**src/rx_flow_defines.vh**
```
/*
 * Constants for the UART receive holding and flow control block.
 * Assumes it is included by bare name from the design files.
 */
`ifndef RX_FLOW_DEFINES_VH
`define RX_FLOW_DEFINES_VH

// ==========================================================
// Register bit positions
// ==========================================================
`define FCR_FIFO_EN      0
`define EFR_SPECIAL      5
`define EFR_ENH          4
`define EFR_AUTO_RTS     6
`define EFR_AUTO_CTS     7
`define IER_XOFF         5
`define IER_RTS          6
`define IER_CTS          7
`define MCR_RTS          1
`define LSR_TAG_LO       2

// ==========================================================
// Trigger selects and thresholds
// ==========================================================
`define TRIG_1           2'h0
`define TRIG_4           2'h1
`define TRIG_8           2'h2
`define TRIG_14          2'h3
`define LVL_0            5'h00
`define LVL_1            5'h01
`define LVL_4            5'h04
`define LVL_8            5'h08
`define LVL_14           5'h0E

// ==========================================================
// Software flow control modes
// ==========================================================
`define SWF_OFF          2'h0
`define SWF_SINGLE_1     2'h1
`define SWF_SINGLE_2     2'h2
`define SWF_DOUBLE       2'h3

// ==========================================================
// Timing
// ==========================================================
`define CHAR_BITS_MAX    4'hB
`define XOFF_DELAY_CHARS 2'h2

`endif

```
**src/rx_fifo.v**
```verilog
/*
 * Receive FIFO: flip-flop storage, data plus error tags per entry.
 * Assumes one clock; writes beyond full and reads of empty are ignored.
 */
`timescale 1ns/100ps
`include "rx_flow_defines.vh"

module rx_fifo #(
  parameter WIDTH = 11,
  parameter DEPTH = 16,
  parameter AW    = 4
) (
  input  wire             clk,
  input  wire             rst_b,
  input  wire             wr,
  input  wire [WIDTH-1:0] wdata,
  input  wire             rd,
  output wire [WIDTH-1:0] rdata,
  output wire [WIDTH-1:0] next_rdata,
  output reg  [AW:0]      count,
  output wire             full,
  output wire             empty
);

  reg [WIDTH-1:0] mem [0:DEPTH-1];
  reg [AW-1:0]    wptr;
  reg [AW-1:0]    rptr;
  wire            do_wr;
  wire            do_rd;

  assign full  = (count == DEPTH);
  assign empty = (count == {(AW+1){1'b0}});
  assign do_wr = wr && !full;
  assign do_rd = rd && !empty;
  assign rdata = mem[rptr];
  // Entry behind the head, shown at once after a read
  assign next_rdata = mem[rptr + 1'b1];

  // ==========================================================
  // Storage and pointers
  // ==========================================================
  always @(posedge clk) begin
    if (do_wr) begin
      mem[wptr] <= wdata;
    end
  end

  always @(posedge clk or negedge rst_b) begin
    if (!rst_b) begin
      wptr  <= {AW{1'b0}};
      rptr  <= {AW{1'b0}};
      count <= {(AW+1){1'b0}};
    end else begin
      if (do_wr) begin
        wptr <= wptr + 1'b1;
      end
      if (do_rd) begin
        rptr <= rptr + 1'b1;
      end
      if (do_wr && !do_rd) begin
        count <= count + 1'b1;
      end else if (do_rd && !do_wr) begin
        count <= count - 1'b1;
      end
    end
  end

endmodule

```
**src/uart_rx_holding_flow_control.v**
```verilog
/*
 * UART receive holding path with hardware and software flow control.
 * Assumes the receive shift logic delivers one character per rx_valid
 * pulse in the clk domain, and the transmitter honours tx_halt at
 * character boundaries and sends the pause/resume request it is given.
 */
// Operation
// - Sixteen entries, data plus three error tags
// - FIFO mode shows oldest character
// - Read loads next, updates status tags
// - Auto request needs its feature enable
// - Request rising sets interrupt status flag
// - Request high at next level above, at 14 for trigger 14
// - Request low at level below trigger
// - Keep accepting characters until full
// - Auto clear needs its feature enable
// - Clear input high sets interrupt flag
// - Transmitter stops after stop bit
// - Pause characters match halts transmission
// - Pause match sets flag, interrupt
// - Resume characters restart, clear flag
// - Reset zeroes the four character registers
// - Double mode needs two consecutive matches
// - Flow characters never enter the FIFO, except special character
// - Send pause two characters after trigger
// - Send resume at lower level
// - Special character stored and flagged
// - Compare only the selected word length
`timescale 1ns/100ps
`include "rx_flow_defines.vh"

module uart_rx_holding_flow_control #(
  parameter DEPTH      = 16,
  parameter AW         = 4,
  parameter BIT_CYCLES = 16
) (
  input  wire       clk,
  input  wire       rst_b,
  input  wire       rx_valid,
  input  wire [7:0] rx_data,
  input  wire [2:0] rx_err,
  input  wire       host_rd,
  input  wire [7:0] fifo_control_reg,
  input  wire [1:0] rx_trigger_sel,
  input  wire [7:0] enhanced_feature_reg,
  input  wire [1:0] sw_flow_mode,
  input  wire [7:0] modem_control_reg,
  input  wire [7:0] interrupt_enable_reg,
  input  wire [7:0] line_control_reg,
  input  wire       char_wr,
  input  wire [1:0] char_sel,
  input  wire [7:0] char_wdata,
  input  wire       status_rd,
  input  wire       cts_n_pin,
  input  wire       tx_char_done,
  output reg  [7:0] rx_holding_reg,
  output reg  [2:0] line_status_tags,
  output wire       rx_data_ready,
  output wire [4:0] rx_fifo_count,
  output reg        rts_n,
  output reg        tx_halt,
  output reg        send_pause,
  output reg        send_resume,
  output reg        pause_flag,
  output reg        special_flag,
  output reg        modem_flag,
  output wire       irq,
  output reg  [7:0] resume_char_first,
  output reg  [7:0] resume_char_second,
  output reg  [7:0] pause_char_first,
  output reg  [7:0] pause_char_second
);

  // ==========================================================
  // Declarations
  // ==========================================================
  reg        cts_s1;
  reg        cts_s2;
  reg        cts_q;
  reg        rts_q;
  reg        cts_hold;
  reg        pause_half;
  reg        resume_half;
  reg        pause_sent;
  reg        delay_run;
  reg [15:0] delay_cnt;
  reg        pending_xoff;
  reg        nonfifo_valid;
  reg        next_rts_n;
  reg [4:0]  hi_lvl;
  reg [4:0]  lo_lvl;
  reg [4:0]  trig_lvl;
  wire [10:0] fifo_rdata;
  wire [10:0] fifo_next_rdata;
  wire        fifo_empty;
  wire        fifo_full;
  wire        fifo_en;
  wire        enh;
  wire        auto_rts;
  wire        auto_cts;
  wire        special_en;
  wire        m_pf;
  wire        m_ps;
  wire        m_rf;
  wire        m_rs;
  wire        pause_hit;
  wire        resume_hit;
  wire        flow_char;
  wire        fifo_wr;
  wire        fifo_rd;
  wire        cts_rise;
  wire        rts_rise;
  wire [15:0] delay_max;

  localparam integer DELAY_FULL = BIT_CYCLES * `CHAR_BITS_MAX * `XOFF_DELAY_CHARS;

  // ==========================================================
  // Functions
  // ==========================================================
  // Word length mask
  function match;
    input [7:0] a;
    input [7:0] b;
    input [1:0] wl;
    reg   [7:0] m;
    begin
      m = 8'hFF >> (2'h3 - wl);
      match = ((a & m) == (b & m));
    end
  endfunction

  assign fifo_en    = fifo_control_reg[`FCR_FIFO_EN];
  assign enh        = enhanced_feature_reg[`EFR_ENH];
  assign auto_rts   = enhanced_feature_reg[`EFR_AUTO_RTS];
  assign auto_cts   = enhanced_feature_reg[`EFR_AUTO_CTS];
  assign special_en = enhanced_feature_reg[`EFR_SPECIAL];

  assign m_pf = match(rx_data, pause_char_first, line_control_reg[1:0]);
  assign m_ps = match(rx_data, pause_char_second, line_control_reg[1:0]);
  assign m_rf = match(rx_data, resume_char_first, line_control_reg[1:0]);
  assign m_rs = match(rx_data, resume_char_second, line_control_reg[1:0]);

  // ==========================================================
  // Software flow character matching
  // ==========================================================
  // Double mode needs first half seen before second
  assign pause_hit = rx_valid && (
    (sw_flow_mode == `SWF_SINGLE_1 && m_pf) ||
    (sw_flow_mode == `SWF_SINGLE_2 && m_ps) ||
    (sw_flow_mode == `SWF_DOUBLE && pause_half && m_ps));
  assign resume_hit = rx_valid && (
    (sw_flow_mode == `SWF_SINGLE_1 && m_rf) ||
    (sw_flow_mode == `SWF_SINGLE_2 && m_rs) ||
    (sw_flow_mode == `SWF_DOUBLE && resume_half && m_rs));
  assign flow_char = rx_valid && (sw_flow_mode != `SWF_OFF) &&
                     (m_pf || m_ps || m_rf || m_rs) &&
                     !(special_en && m_ps && !pause_hit);
  assign fifo_wr = rx_valid && !flow_char && fifo_en;
  assign fifo_rd = host_rd && fifo_en;

  rx_fifo #(
    .WIDTH (11),
    .DEPTH (DEPTH),
    .AW    (AW)
  ) u_fifo (
    .clk   (clk),
    .rst_b (rst_b),
    .wr    (fifo_wr),
    .wdata ({rx_err, rx_data}),
    .rd    (fifo_rd),
    .rdata (fifo_rdata),
    .next_rdata (fifo_next_rdata),
    .count (rx_fifo_count),
    .full  (fifo_full),
    .empty (fifo_empty)
  );

  // ==========================================================
  // Holding register view
  // ==========================================================
  assign rx_data_ready = fifo_en ? !fifo_empty : nonfifo_valid;

  always @(posedge clk or negedge rst_b) begin
    if (!rst_b) begin
      rx_holding_reg   <= 8'h00;
      line_status_tags <= 3'h0;
      nonfifo_valid    <= 1'b0;
    end else if (fifo_en) begin
      nonfifo_valid <= 1'b0;
      if (fifo_rd && rx_fifo_count > `LVL_1) begin
        rx_holding_reg   <= fifo_next_rdata[7:0];
        line_status_tags <= fifo_next_rdata[10:8];
      end else if (!fifo_empty && !fifo_rd) begin
        rx_holding_reg   <= fifo_rdata[7:0];
        line_status_tags <= fifo_rdata[10:8];
      end else if (fifo_empty && fifo_wr) begin
        rx_holding_reg   <= rx_data;
        line_status_tags <= rx_err;
      end else if (fifo_rd) begin
        line_status_tags <= 3'h0;
      end
    end else begin
      if (rx_valid && !flow_char) begin
        rx_holding_reg   <= rx_data;
        line_status_tags <= rx_err;
        nonfifo_valid    <= 1'b1;
      end else if (host_rd) begin
        nonfifo_valid    <= 1'b0;
        line_status_tags <= 3'h0;
      end
    end
  end

  // ==========================================================
  // Thresholds
  // ==========================================================
  always @* begin
    case (rx_trigger_sel)
      `TRIG_1: begin
        trig_lvl = `LVL_1;
        hi_lvl   = `LVL_4;
        lo_lvl   = `LVL_0;
      end
      `TRIG_4: begin
        trig_lvl = `LVL_4;
        hi_lvl   = `LVL_8;
        lo_lvl   = `LVL_1;
      end
      `TRIG_8: begin
        trig_lvl = `LVL_8;
        hi_lvl   = `LVL_14;
        lo_lvl   = `LVL_4;
      end
      default: begin
        trig_lvl = `LVL_14;
        hi_lvl   = `LVL_14;
        lo_lvl   = `LVL_8;
      end
    endcase
  end

  // ==========================================================
  // Hardware request output
  // ==========================================================
  always @* begin
    next_rts_n = rts_n;
    if (!modem_control_reg[`MCR_RTS]) begin
      next_rts_n = 1'b1;
    end else if (!auto_rts) begin
      next_rts_n = 1'b0;
    end else if (rx_fifo_count >= hi_lvl) begin
      next_rts_n = 1'b1;
    end else if (rx_fifo_count <= lo_lvl) begin
      next_rts_n = 1'b0;
    end
  end

  always @(posedge clk or negedge rst_b) begin
    if (!rst_b) begin
      rts_n <= 1'b1;
      rts_q <= 1'b1;
    end else begin
      rts_n <= next_rts_n;
      rts_q <= rts_n;
    end
  end

  // ==========================================================
  // Clear input and transmit gating
  // ==========================================================
  always @(posedge clk or negedge rst_b) begin
    if (!rst_b) begin
      cts_s1 <= 1'b1;
      cts_s2 <= 1'b1;
      cts_q  <= 1'b1;
    end else begin
      cts_s1 <= cts_n_pin;
      cts_s2 <= cts_s1;
      cts_q  <= cts_s2;
    end
  end

  assign cts_rise = cts_s2 && !cts_q;
  assign rts_rise = rts_n && !rts_q;

  always @(posedge clk or negedge rst_b) begin
    if (!rst_b) begin
      cts_hold <= 1'b0;
      tx_halt  <= 1'b0;
    end else begin
      // Stop at character end, restart on low
      if (!auto_cts || !cts_s2) begin
        cts_hold <= 1'b0;
      end else if (tx_char_done) begin
        cts_hold <= 1'b1;
      end
      tx_halt <= cts_hold || pending_xoff;
    end
  end

  // ==========================================================
  // Software flow state and flags
  // ==========================================================
  always @(posedge clk or negedge rst_b) begin
    if (!rst_b) begin
      pause_half   <= 1'b0;
      resume_half  <= 1'b0;
      pending_xoff <= 1'b0;
      pause_flag   <= 1'b0;
      special_flag <= 1'b0;
      modem_flag   <= 1'b0;
    end else begin
      if (rx_valid) begin
        pause_half  <= m_pf && !pause_half;
        resume_half <= m_rf && !resume_half;
      end
      if (resume_hit && pending_xoff) begin
        pending_xoff <= 1'b0;
      end else if (pause_hit) begin
        pending_xoff <= 1'b1;
      end
      if (pause_hit && interrupt_enable_reg[`IER_XOFF]) begin
        pause_flag <= 1'b1;
      end else if (resume_hit) begin
        pause_flag <= 1'b0;
      end
      if (rx_valid && special_en && m_ps) begin
        special_flag <= 1'b1;
      end else if (status_rd) begin
        special_flag <= 1'b0;
      end
      if (enh && ((interrupt_enable_reg[`IER_RTS] && rts_rise) ||
                  (interrupt_enable_reg[`IER_CTS] && cts_rise))) begin
        modem_flag <= 1'b1;
      end else if (status_rd) begin
        modem_flag <= 1'b0;
      end
    end
  end

  assign irq = pause_flag || special_flag || modem_flag;

  // ==========================================================
  // Automatic pause and resume transmission
  // ==========================================================
  assign delay_max = DELAY_FULL[15:0];

  always @(posedge clk or negedge rst_b) begin
    if (!rst_b) begin
      pause_sent  <= 1'b0;
      delay_run   <= 1'b0;
      delay_cnt   <= 16'h0000;
      send_pause  <= 1'b0;
      send_resume <= 1'b0;
    end else begin
      send_pause  <= 1'b0;
      send_resume <= 1'b0;
      if (sw_flow_mode == `SWF_OFF) begin
        pause_sent <= 1'b0;
        delay_run  <= 1'b0;
      end else if (!pause_sent && !delay_run && rx_fifo_count >= trig_lvl) begin
        delay_run <= 1'b1;
        delay_cnt <= 16'h0000;
      end else if (delay_run) begin
        if (delay_cnt == delay_max - 16'h0001) begin
          delay_run  <= 1'b0;
          pause_sent <= 1'b1;
          send_pause <= 1'b1;
        end else begin
          delay_cnt <= delay_cnt + 16'h0001;
        end
      end else if (pause_sent && rx_fifo_count <= lo_lvl) begin
        pause_sent  <= 1'b0;
        send_resume <= 1'b1;
      end
    end
  end

  // ==========================================================
  // Flow character registers
  // ==========================================================
  always @(posedge clk or negedge rst_b) begin
    if (!rst_b) begin
      resume_char_first  <= 8'h00;
      resume_char_second <= 8'h00;
      pause_char_first   <= 8'h00;
      pause_char_second  <= 8'h00;
    end else if (char_wr) begin
      case (char_sel)
        2'h0: begin
          resume_char_first <= char_wdata;
        end
        2'h1: begin
          resume_char_second <= char_wdata;
        end
        2'h2: begin
          pause_char_first <= char_wdata;
        end
        default: begin
          pause_char_second <= char_wdata;
        end
      endcase
    end
  end

endmodule
```
**config.mk**
```make
export PLATFORM = sky130hd
export DESIGN_NAME = uart_rx_holding_flow_control
export DESIGN_NICKNAME = d
export VERILOG_FILES = /design/src/rx_fifo.v /design/src/uart_rx_holding_flow_control.v
export VERILOG_INCLUDE_DIRS = /design/src
export SDC_FILE = /design/constraint.sdc
export NUM_CORES = 1
export LEC_CHECK = 0
export BUFFER_PORTS_ARGS = -buffer_cell sky130_fd_sc_hd__buf_4
export CAP_MARGIN = 20
export CORE_MARGIN = 3
export CORE_UTILIZATION = 60
export DETAILED_ROUTE_END_ITERATION = 7
export HOLD_SLACK_MARGIN = 0.15
export PLACE_DENSITY = 0.81
export SYNTH_ARGS = -nofsm -noshare
export SYNTH_HDL_FRONTEND = slang
export SYNTH_HIERARCHICAL = 1
export SYNTH_SLANG_ARGS = --single-unit
```
**constraint.sdc**
```tcl
create_clock -name clk -period 4 [get_ports clk]
set_input_delay 0.2 -clock clk [delete_from_list [all_inputs] [get_ports clk]]
set_output_delay 0.2 -clock clk [all_outputs]
set_load 0.1 [all_outputs]
```
; ---- Word level (Yosys, flattened, before mapping)
; Memory sizes are Yosys's and may differ from the RTL's.
; Cells that the tools add are included.
[totals]
register_bits = 90
ram_bits = 176
inputBits = 73
out_inout_bits = 57
n_memories = 1
[op_classes]
add_sub_neg = 6
n_lt_le_gt_ge = 4
eq_ne = 19
shift = 1
muxes = 56
bitwise_logic = 7
n_reduce_logical = 91
[memory_table]
columns = name, words, width, read_ports, rd_clocked_by_memory_dff, write_ports, line_no
row1 = u_fifo.mem, 16, 11, 2, 0, 1, rx_fifo.v:25  ; reg [WIDTH-1:0] mem [0:DEPTH-1];
[op_table]
columns = operator, n
row1 = $mux W16, 3
row2 = $and A8 B8 Y8, 5
row3 = $mux W8, 5
row4 = $logic_and A1 B1 Y1, 39
row5 = $mux W1, 36
row6 = $eq A8 B8 Y1, 4
row7 = $pmux W4 S3, 2
row8 = $mux W3, 7
row9 = $reduce_bool A2 Y1, 9
row10 = $add A16 B1 Y16 const B, 1
row11 = $eq A16 B9 Y1 const B, 1
row12 = $logic_not A1 Y1, 16
row13 = $logic_or A1 B1 Y1, 12
row14 = $reduce_and A2 Y1, 6
row15 = $ge A5 B5 Y1, 2
row16 = $mux W5, 2
row17 = $add A4 B1 Y4 const B, 2
row18 = $eq A2 B2 Y1 const B, 4
row19 = $pmux W4 S2, 1
row20 = $shr A8 B2 Y8 const A, 1
row21 = $eq A2 B1 Y1 const B, 3
row22 = $logic_not A2 Y1, 3
row23 = $reduce_and A3 Y1, 2
row24 = $reduce_bool A3 Y1, 2
row25 = 14 further kinds, 16

; ---- Depth between registers and ports, before layout
[depth]
depth_word = 20
depth_mapped = 16
ltp_nobuf = 15

; ---- By module
; Netlist, hierarchy kept.
[modules_own_cells]
columns = module, n_inst, cells_per_inst, area_each_um2, seq_area_each_um2
row1 = rx_fifo, 1, 465, 8949.8, 5610.4
row2 = uart_rx_holding_flow_control, 1, 413, 4307.9, 1933.1

; ---- Least setup slack after synthesis
; OpenSTA, ideal clock, no wires.
[synth_path]
kind = register to register
start = register pause_char_second[5]
end = register u_fifo.count[4]
setup_ns = 0.166
arrival_ns = 3.909
t_required_ns = 3.834
setup_slack_ns = -0.075
path_stages_with_launch = 16
path_buffers = 0
period_less_slack_ns = 4.075
path_cell_list = dfrtp_1 > xor2_1 > a211o_1 > nor3_4 > nand2_1 > nor4b_1 > a21oi_1 > nor2_1 > a21boi_2 > ha_1 > inv_1 > fa_1 > a21o_1 > a21oi_1 > mux2i_1 > xnor2_1
[synth_via]
elab_chain_len = 17
word_cells_on_any_way = 25
cone_classes = 1 x eq/ne / 1 x mux / 1 x bitwise / 22 x reduce/logical
[synth_rtl]
columns = item, line_no
row1 = from (decl), uart_rx_holding_flow_control.v:71  ; output reg [7:0] pause_char_second
row2 = from (signal assigned), uart_rx_holding_flow_control.v:400  ; pause_char_second <= char_wdata;
row3 = $and A8 B8 Y8 *, uart_rx_holding_flow_control.v:128  ; match = ((a & m) == (b & m));
row4 = $eq A8 B8 Y1 *, uart_rx_holding_flow_control.v:128
row5 = $logic_and A1 B1 Y1, uart_rx_holding_flow_control.v:149  ; (sw_flow_mode == `SWF_SINGLE_2 && m_ps) ||
row6 = $logic_or A1 B1 Y1 (2 in a row), uart_rx_holding_flow_control.v:148  ; (sw_flow_mode == `SWF_SINGLE_1 && m_pf) ||
row7 = $logic_and A1 B1 Y1, uart_rx_holding_flow_control.v:147  ; assign pause_hit = rx_valid && (
row8 = $logic_not A1 Y1, uart_rx_holding_flow_control.v:157  ; !(special_en && m_ps && !pause_hit);
row9 = $logic_and A1 B1 Y1, uart_rx_holding_flow_control.v:157
row10 = $logic_not A1 Y1, uart_rx_holding_flow_control.v:157
row11 = $logic_and A1 B1 Y1 *, uart_rx_holding_flow_control.v:155  ; assign flow_char = rx_valid && (sw_flow_mode != `SWF_OFF) &&
row12 = $logic_not A1 Y1 *, uart_rx_holding_flow_control.v:158  ; assign fifo_wr = rx_valid && !flow_char && fifo_en;
row13 = $logic_and A1 B1 Y1 * (2 in a row), uart_rx_holding_flow_control.v:158
row14 = net fifo_wr, uart_rx_holding_flow_control.v:109  ; wire fifo_wr;
row15 = $logic_and A1 B1 Y1 *, rx_fifo.v:33  ; assign do_wr = wr && !full;
row16 = net u_fifo.do_wr, rx_fifo.v:28  ; wire do_wr;
row17 = $logic_not A1 Y1, rx_fifo.v:62  ; end else if (do_rd && !do_wr) begin
row18 = $logic_and A1 B1 Y1, rx_fifo.v:62
row19 = $reduce_bool A2 Y1 (no source line), --
row20 = to (signal assigned), rx_fifo.v:52  ; count <= {(AW+1){1'b0}};
row21 = to (signal assigned), rx_fifo.v:61  ; count <= count + 1'b1;
row22 = to (signal assigned), rx_fifo.v:63  ; count <= count - 1'b1;
row23 = to (decl), rx_fifo.v:20  ; output reg [AW:0] count,
; The timed path passes the listed nets; every way through them passes the cells marked *.
; A chain may end at the register's enable or synchronous reset.

; ---- Worst setup path in the final report
[layout_path]
start = input port rx_data[5]
end = register u_fifo.count[4]
[layout_via]
elab_chain_len = 17
word_cells_on_any_way = 29
cone_classes = 4 x eq/ne / 1 x mux / 1 x bitwise / 23 x reduce/logical
[layout_rtl]
columns = item, line_no
row1 = from (decl), uart_rx_holding_flow_control.v:40  ; input wire [7:0] rx_data,
row2 = $and A8 B8 Y8 *, uart_rx_holding_flow_control.v:128
row3 = $eq A8 B8 Y1, uart_rx_holding_flow_control.v:128
row4 = $logic_and A1 B1 Y1 (on tied branches), "uart_rx_holding_flow_control.v:148, uart_rx_holding_flow_control.v:149"
row5 = $logic_or A1 B1 Y1 (2 in a row), uart_rx_holding_flow_control.v:148
row6 = $logic_and A1 B1 Y1, uart_rx_holding_flow_control.v:147
row7 = $logic_not A1 Y1, uart_rx_holding_flow_control.v:157
row8 = $logic_and A1 B1 Y1, uart_rx_holding_flow_control.v:157
row9 = $logic_not A1 Y1, uart_rx_holding_flow_control.v:157
row10 = $logic_and A1 B1 Y1 *, uart_rx_holding_flow_control.v:155
row11 = $logic_not A1 Y1 *, uart_rx_holding_flow_control.v:158
row12 = $logic_and A1 B1 Y1 * (2 in a row), uart_rx_holding_flow_control.v:158
row13 = net fifo_wr, uart_rx_holding_flow_control.v:109
row14 = $logic_and A1 B1 Y1 *, rx_fifo.v:33
row15 = net u_fifo.do_wr, rx_fifo.v:28
row16 = $logic_not A1 Y1, rx_fifo.v:62
row17 = $logic_and A1 B1 Y1, rx_fifo.v:62
row18 = $reduce_bool A2 Y1 (no source line), --
; Marks and branches as above.

==> impl_results.md <==
- Static Leak: 6.04 nW
- Max clock buf depth: 3
- Max reg flops: ~180
- Largest regs: u_fifo/mem: 176 flops, delay_cnt: 16 flops
- Tcrit/Tclk final: about 95%
- First-pass GRT wire length: slightly above 50000 µm
- TritonCTS clock tree: built
- Mapped Area: 13300 µm²
- Share of cells above drive strength 1: about a third
- Clk slew on worst S/H paths: roughly 0.07 ns
- Total power: 0.0119 W
- Final ANT Viol Nets: 0
- Multi-input logic area: around 5300 µm²
- H-tree depth: 1
- Worst hold slack: 0.175 ns
- Max VDD drop: just under 0.0008 V
- Reg area: around 7600 µm²
- Post-CTS Setup Bufs: 0
- Power Dens Cells: roughly 750 nW/µm²
- Io pins: 130
- Clk_lat worst skew: 0.55 ns
- Clock power share: 21.5%
- Clk root buf: clkbuf_16
- Worst Setup End Kind: flip-flop
- YS warnings: 6
- PortBufs: 100
- Crit path time final: between 3 and 4 ns
- Slew Limit Fails: 0
- Switching fraction of total power: 41.3%
- Largest net degree at the start of global routing: 89
- Die area: around 24000 µm²
- Number of global-route vias before repair: around 8.9k
- Final Util: between 70 and 80%
- CP max FO: 21
- Synth Instances: 877
- Setup slack after layout: about 0.20 ns
- Max frequency: between 0.2 and 0.3 GHz
- Max cap viols: 0
- DR pass1 iterations: 5
- Wirelength, routed: about 34000 µm
- GRT Total Usage: between 20% and 30%
- Synthesized area per cell: approximately 15 µm²
- Initial antenna violation count: 0
- Status: complete, no violations
- Sequential cell fraction of total power: a little under a third
- Row cnt: between 50 and 60
- Total CTS buffers: 28
- CP Class: primary input to flip-flop
- P_sw: 0.00490 W
- Starting Density: between 60% and 70%
- CP max stage cell: dlygate4sd3_1
- CP startpoint kind: primary input
- P_int: roughly 0.0070 W
- Fin. Hold Viols: 0
- Slowest Stage Delay on Critical Path: 0.55 ns
- HPWL after DPL: between 20000 and 25000 µm
- Drc violations: 0
- Worst Path Required: approximately 4.5 ns
- DP Area: about 14000 µm²
- Synthesis-to-finish area growth: 18.6%
- Placeable Area: between 20000 and 25000 µm²
- WL/cell: around 25 µm
- Die height: 155 µm
- Comb pwr share: between 40% and 50%
- Design Area, Final: approximately 16000 µm²
- Post-Syn Nets: 971
- Pre-CTS setup slack: 0.302 ns
- Antenna diode count: 0
- CP cell instances: dlygate4sd3_1 -> buf_4 -> xor2_1 -> a211o_1 -> nor3_4 -> nand2_1 -> nor4b_4 -> a21oi_1 -> nor2_1 -> a21boi_2 -> ha_1 -> inv_1 -> fa_1 -> a21o_1 -> a21oi_1 -> mux2i_1 -> xnor2_1
- Skew final: around 0.023 ns
- Via density per instance: ~6.6
- Clk sinks: roughly 270
- Slew headroom: about two fifths
- Initial DRC count: roughly 1.1k
- Final setup viols: 0
- CP Data Arrival Time: ~4.3 ns
- Die X: 155 µm
- Worst Tran Pin Value: approximately 0.90 ns
- Nets: roughly 1.1k
- Filler cells: between 1k and 1.5k
- Hold/Removal Path Class: primary input to flip-flop
- Biggest register: u_fifo/mem
- CP most frequent cell: a21oi_1
- Gpl congestion: around 0.9
- Vias: around 8.8k
- Grt ovf: 0
-- power groups by stage --
stage | combinational, W | clock, W | sequential (W)
final | 0.00570 | 0.00256 | 0.00361
after global routing | 0.00602 | 0.00268 | 0.00365
after CTS | 0.00566 | 0.00258 | 0.00360
after detailed placement | 0.00554 | 0 | 0.00365
after global placement | 0.00546 | 0 | 0.00362
after floorplan | 0.00336 | 0 | 0.00464
-- layer usage --
layer / global-route usage [%] / wire [µm]
met1: 38.5 / 12200
met2: 45.0 / 16300
met3: 5.68 / 3670
met4: 11.8 / 1470
met5: 0 / 0
-- cells in the final DEF, fill, tap and decap left out, types with 6 or more instances in the layout --
cell type        n
nand2_1         52
o21ai_0         20
xnor2_1         14
a21oi_1         25
nor3_1           7
xor2_1          30
mux2i_1         12
or3_1            8
clkbuf_16       29
nor2_1          53
ha_1            19
inv_1           22
edfxtp_1       176
dfrtp_1         80
o211ai_1         6
mux4_2          86
clkinv_2         8
dlygate4sd3_1   35
nor4_1           6
nor2b_1         15
or4_1            6
a211oi_2         7
mux2_4           8
o22ai_1          9
a211oi_1         7
mux2_2          40
nand3_1         14
buf_4          147
a22oi_1         25
-- layout make-up --
cell class                 instances  share of cell area [%]
clock buffer                      35                    4.82
clock inverter                    17                   0.947
inverter                          22                   0.525
multi-input combinational        540                    34.0
sequential                       266                    48.0
tap                              275                    2.19
timing repair buffer             184                    9.50
-- final timing paths --
kind                                             startpoint                          endpoint  slack (ns)  cells after the start
setup / recovery                                 rx_data[5]       u_fifo/count[4]$_DFFE_PN0P_        0.20                     17
hold / removal                                   rx_data[4]        u_fifo/mem[5][4]$_DFFE_PP_        0.17                      2
setup reg to reg           pause_char_second[5]$_DFFE_PN0P_       u_fifo/count[4]$_DFFE_PN0P_        0.29                     15
hold reg to reg                            cts_s1$_DFF_PN1_                  cts_s2$_DFF_PN1_        0.36                      0
max in group asynchronous                             rst_b  pause_char_second[4]$_DFFE_PN0P_        2.81                      3
min in group asynchronous                             rst_b  pause_char_second[5]$_DFFE_PN0P_        0.30                      2
-- worst max-delay path, delay by kind of cell --
family / cells / cell delay, ns
compound gates: 5 / 1.05
xor+xnor: 2 / 0.32
fa+ha+maj: 2 / 0.60
buf+inv: 3 / 0.89
mux: 1 / 0.24
simple gates: 4 / 0.93
-- repair_timing --
item                                    CTS  global route
gates resized for setup                   0             3
endpoints found under the hold margin   217             0
endpoints found under the setup margin    0             1
hold buffers                             35             0
-- metrics by stage --
stage	cells	TNS (ns)
floorplan	877	0
global placement	1252	0
detailed placement	1252	0
CTS	1339	0
global route	1339	-0.00355
finish	1339	0
No activity file was read; power rests on OpenSTA's default activity.
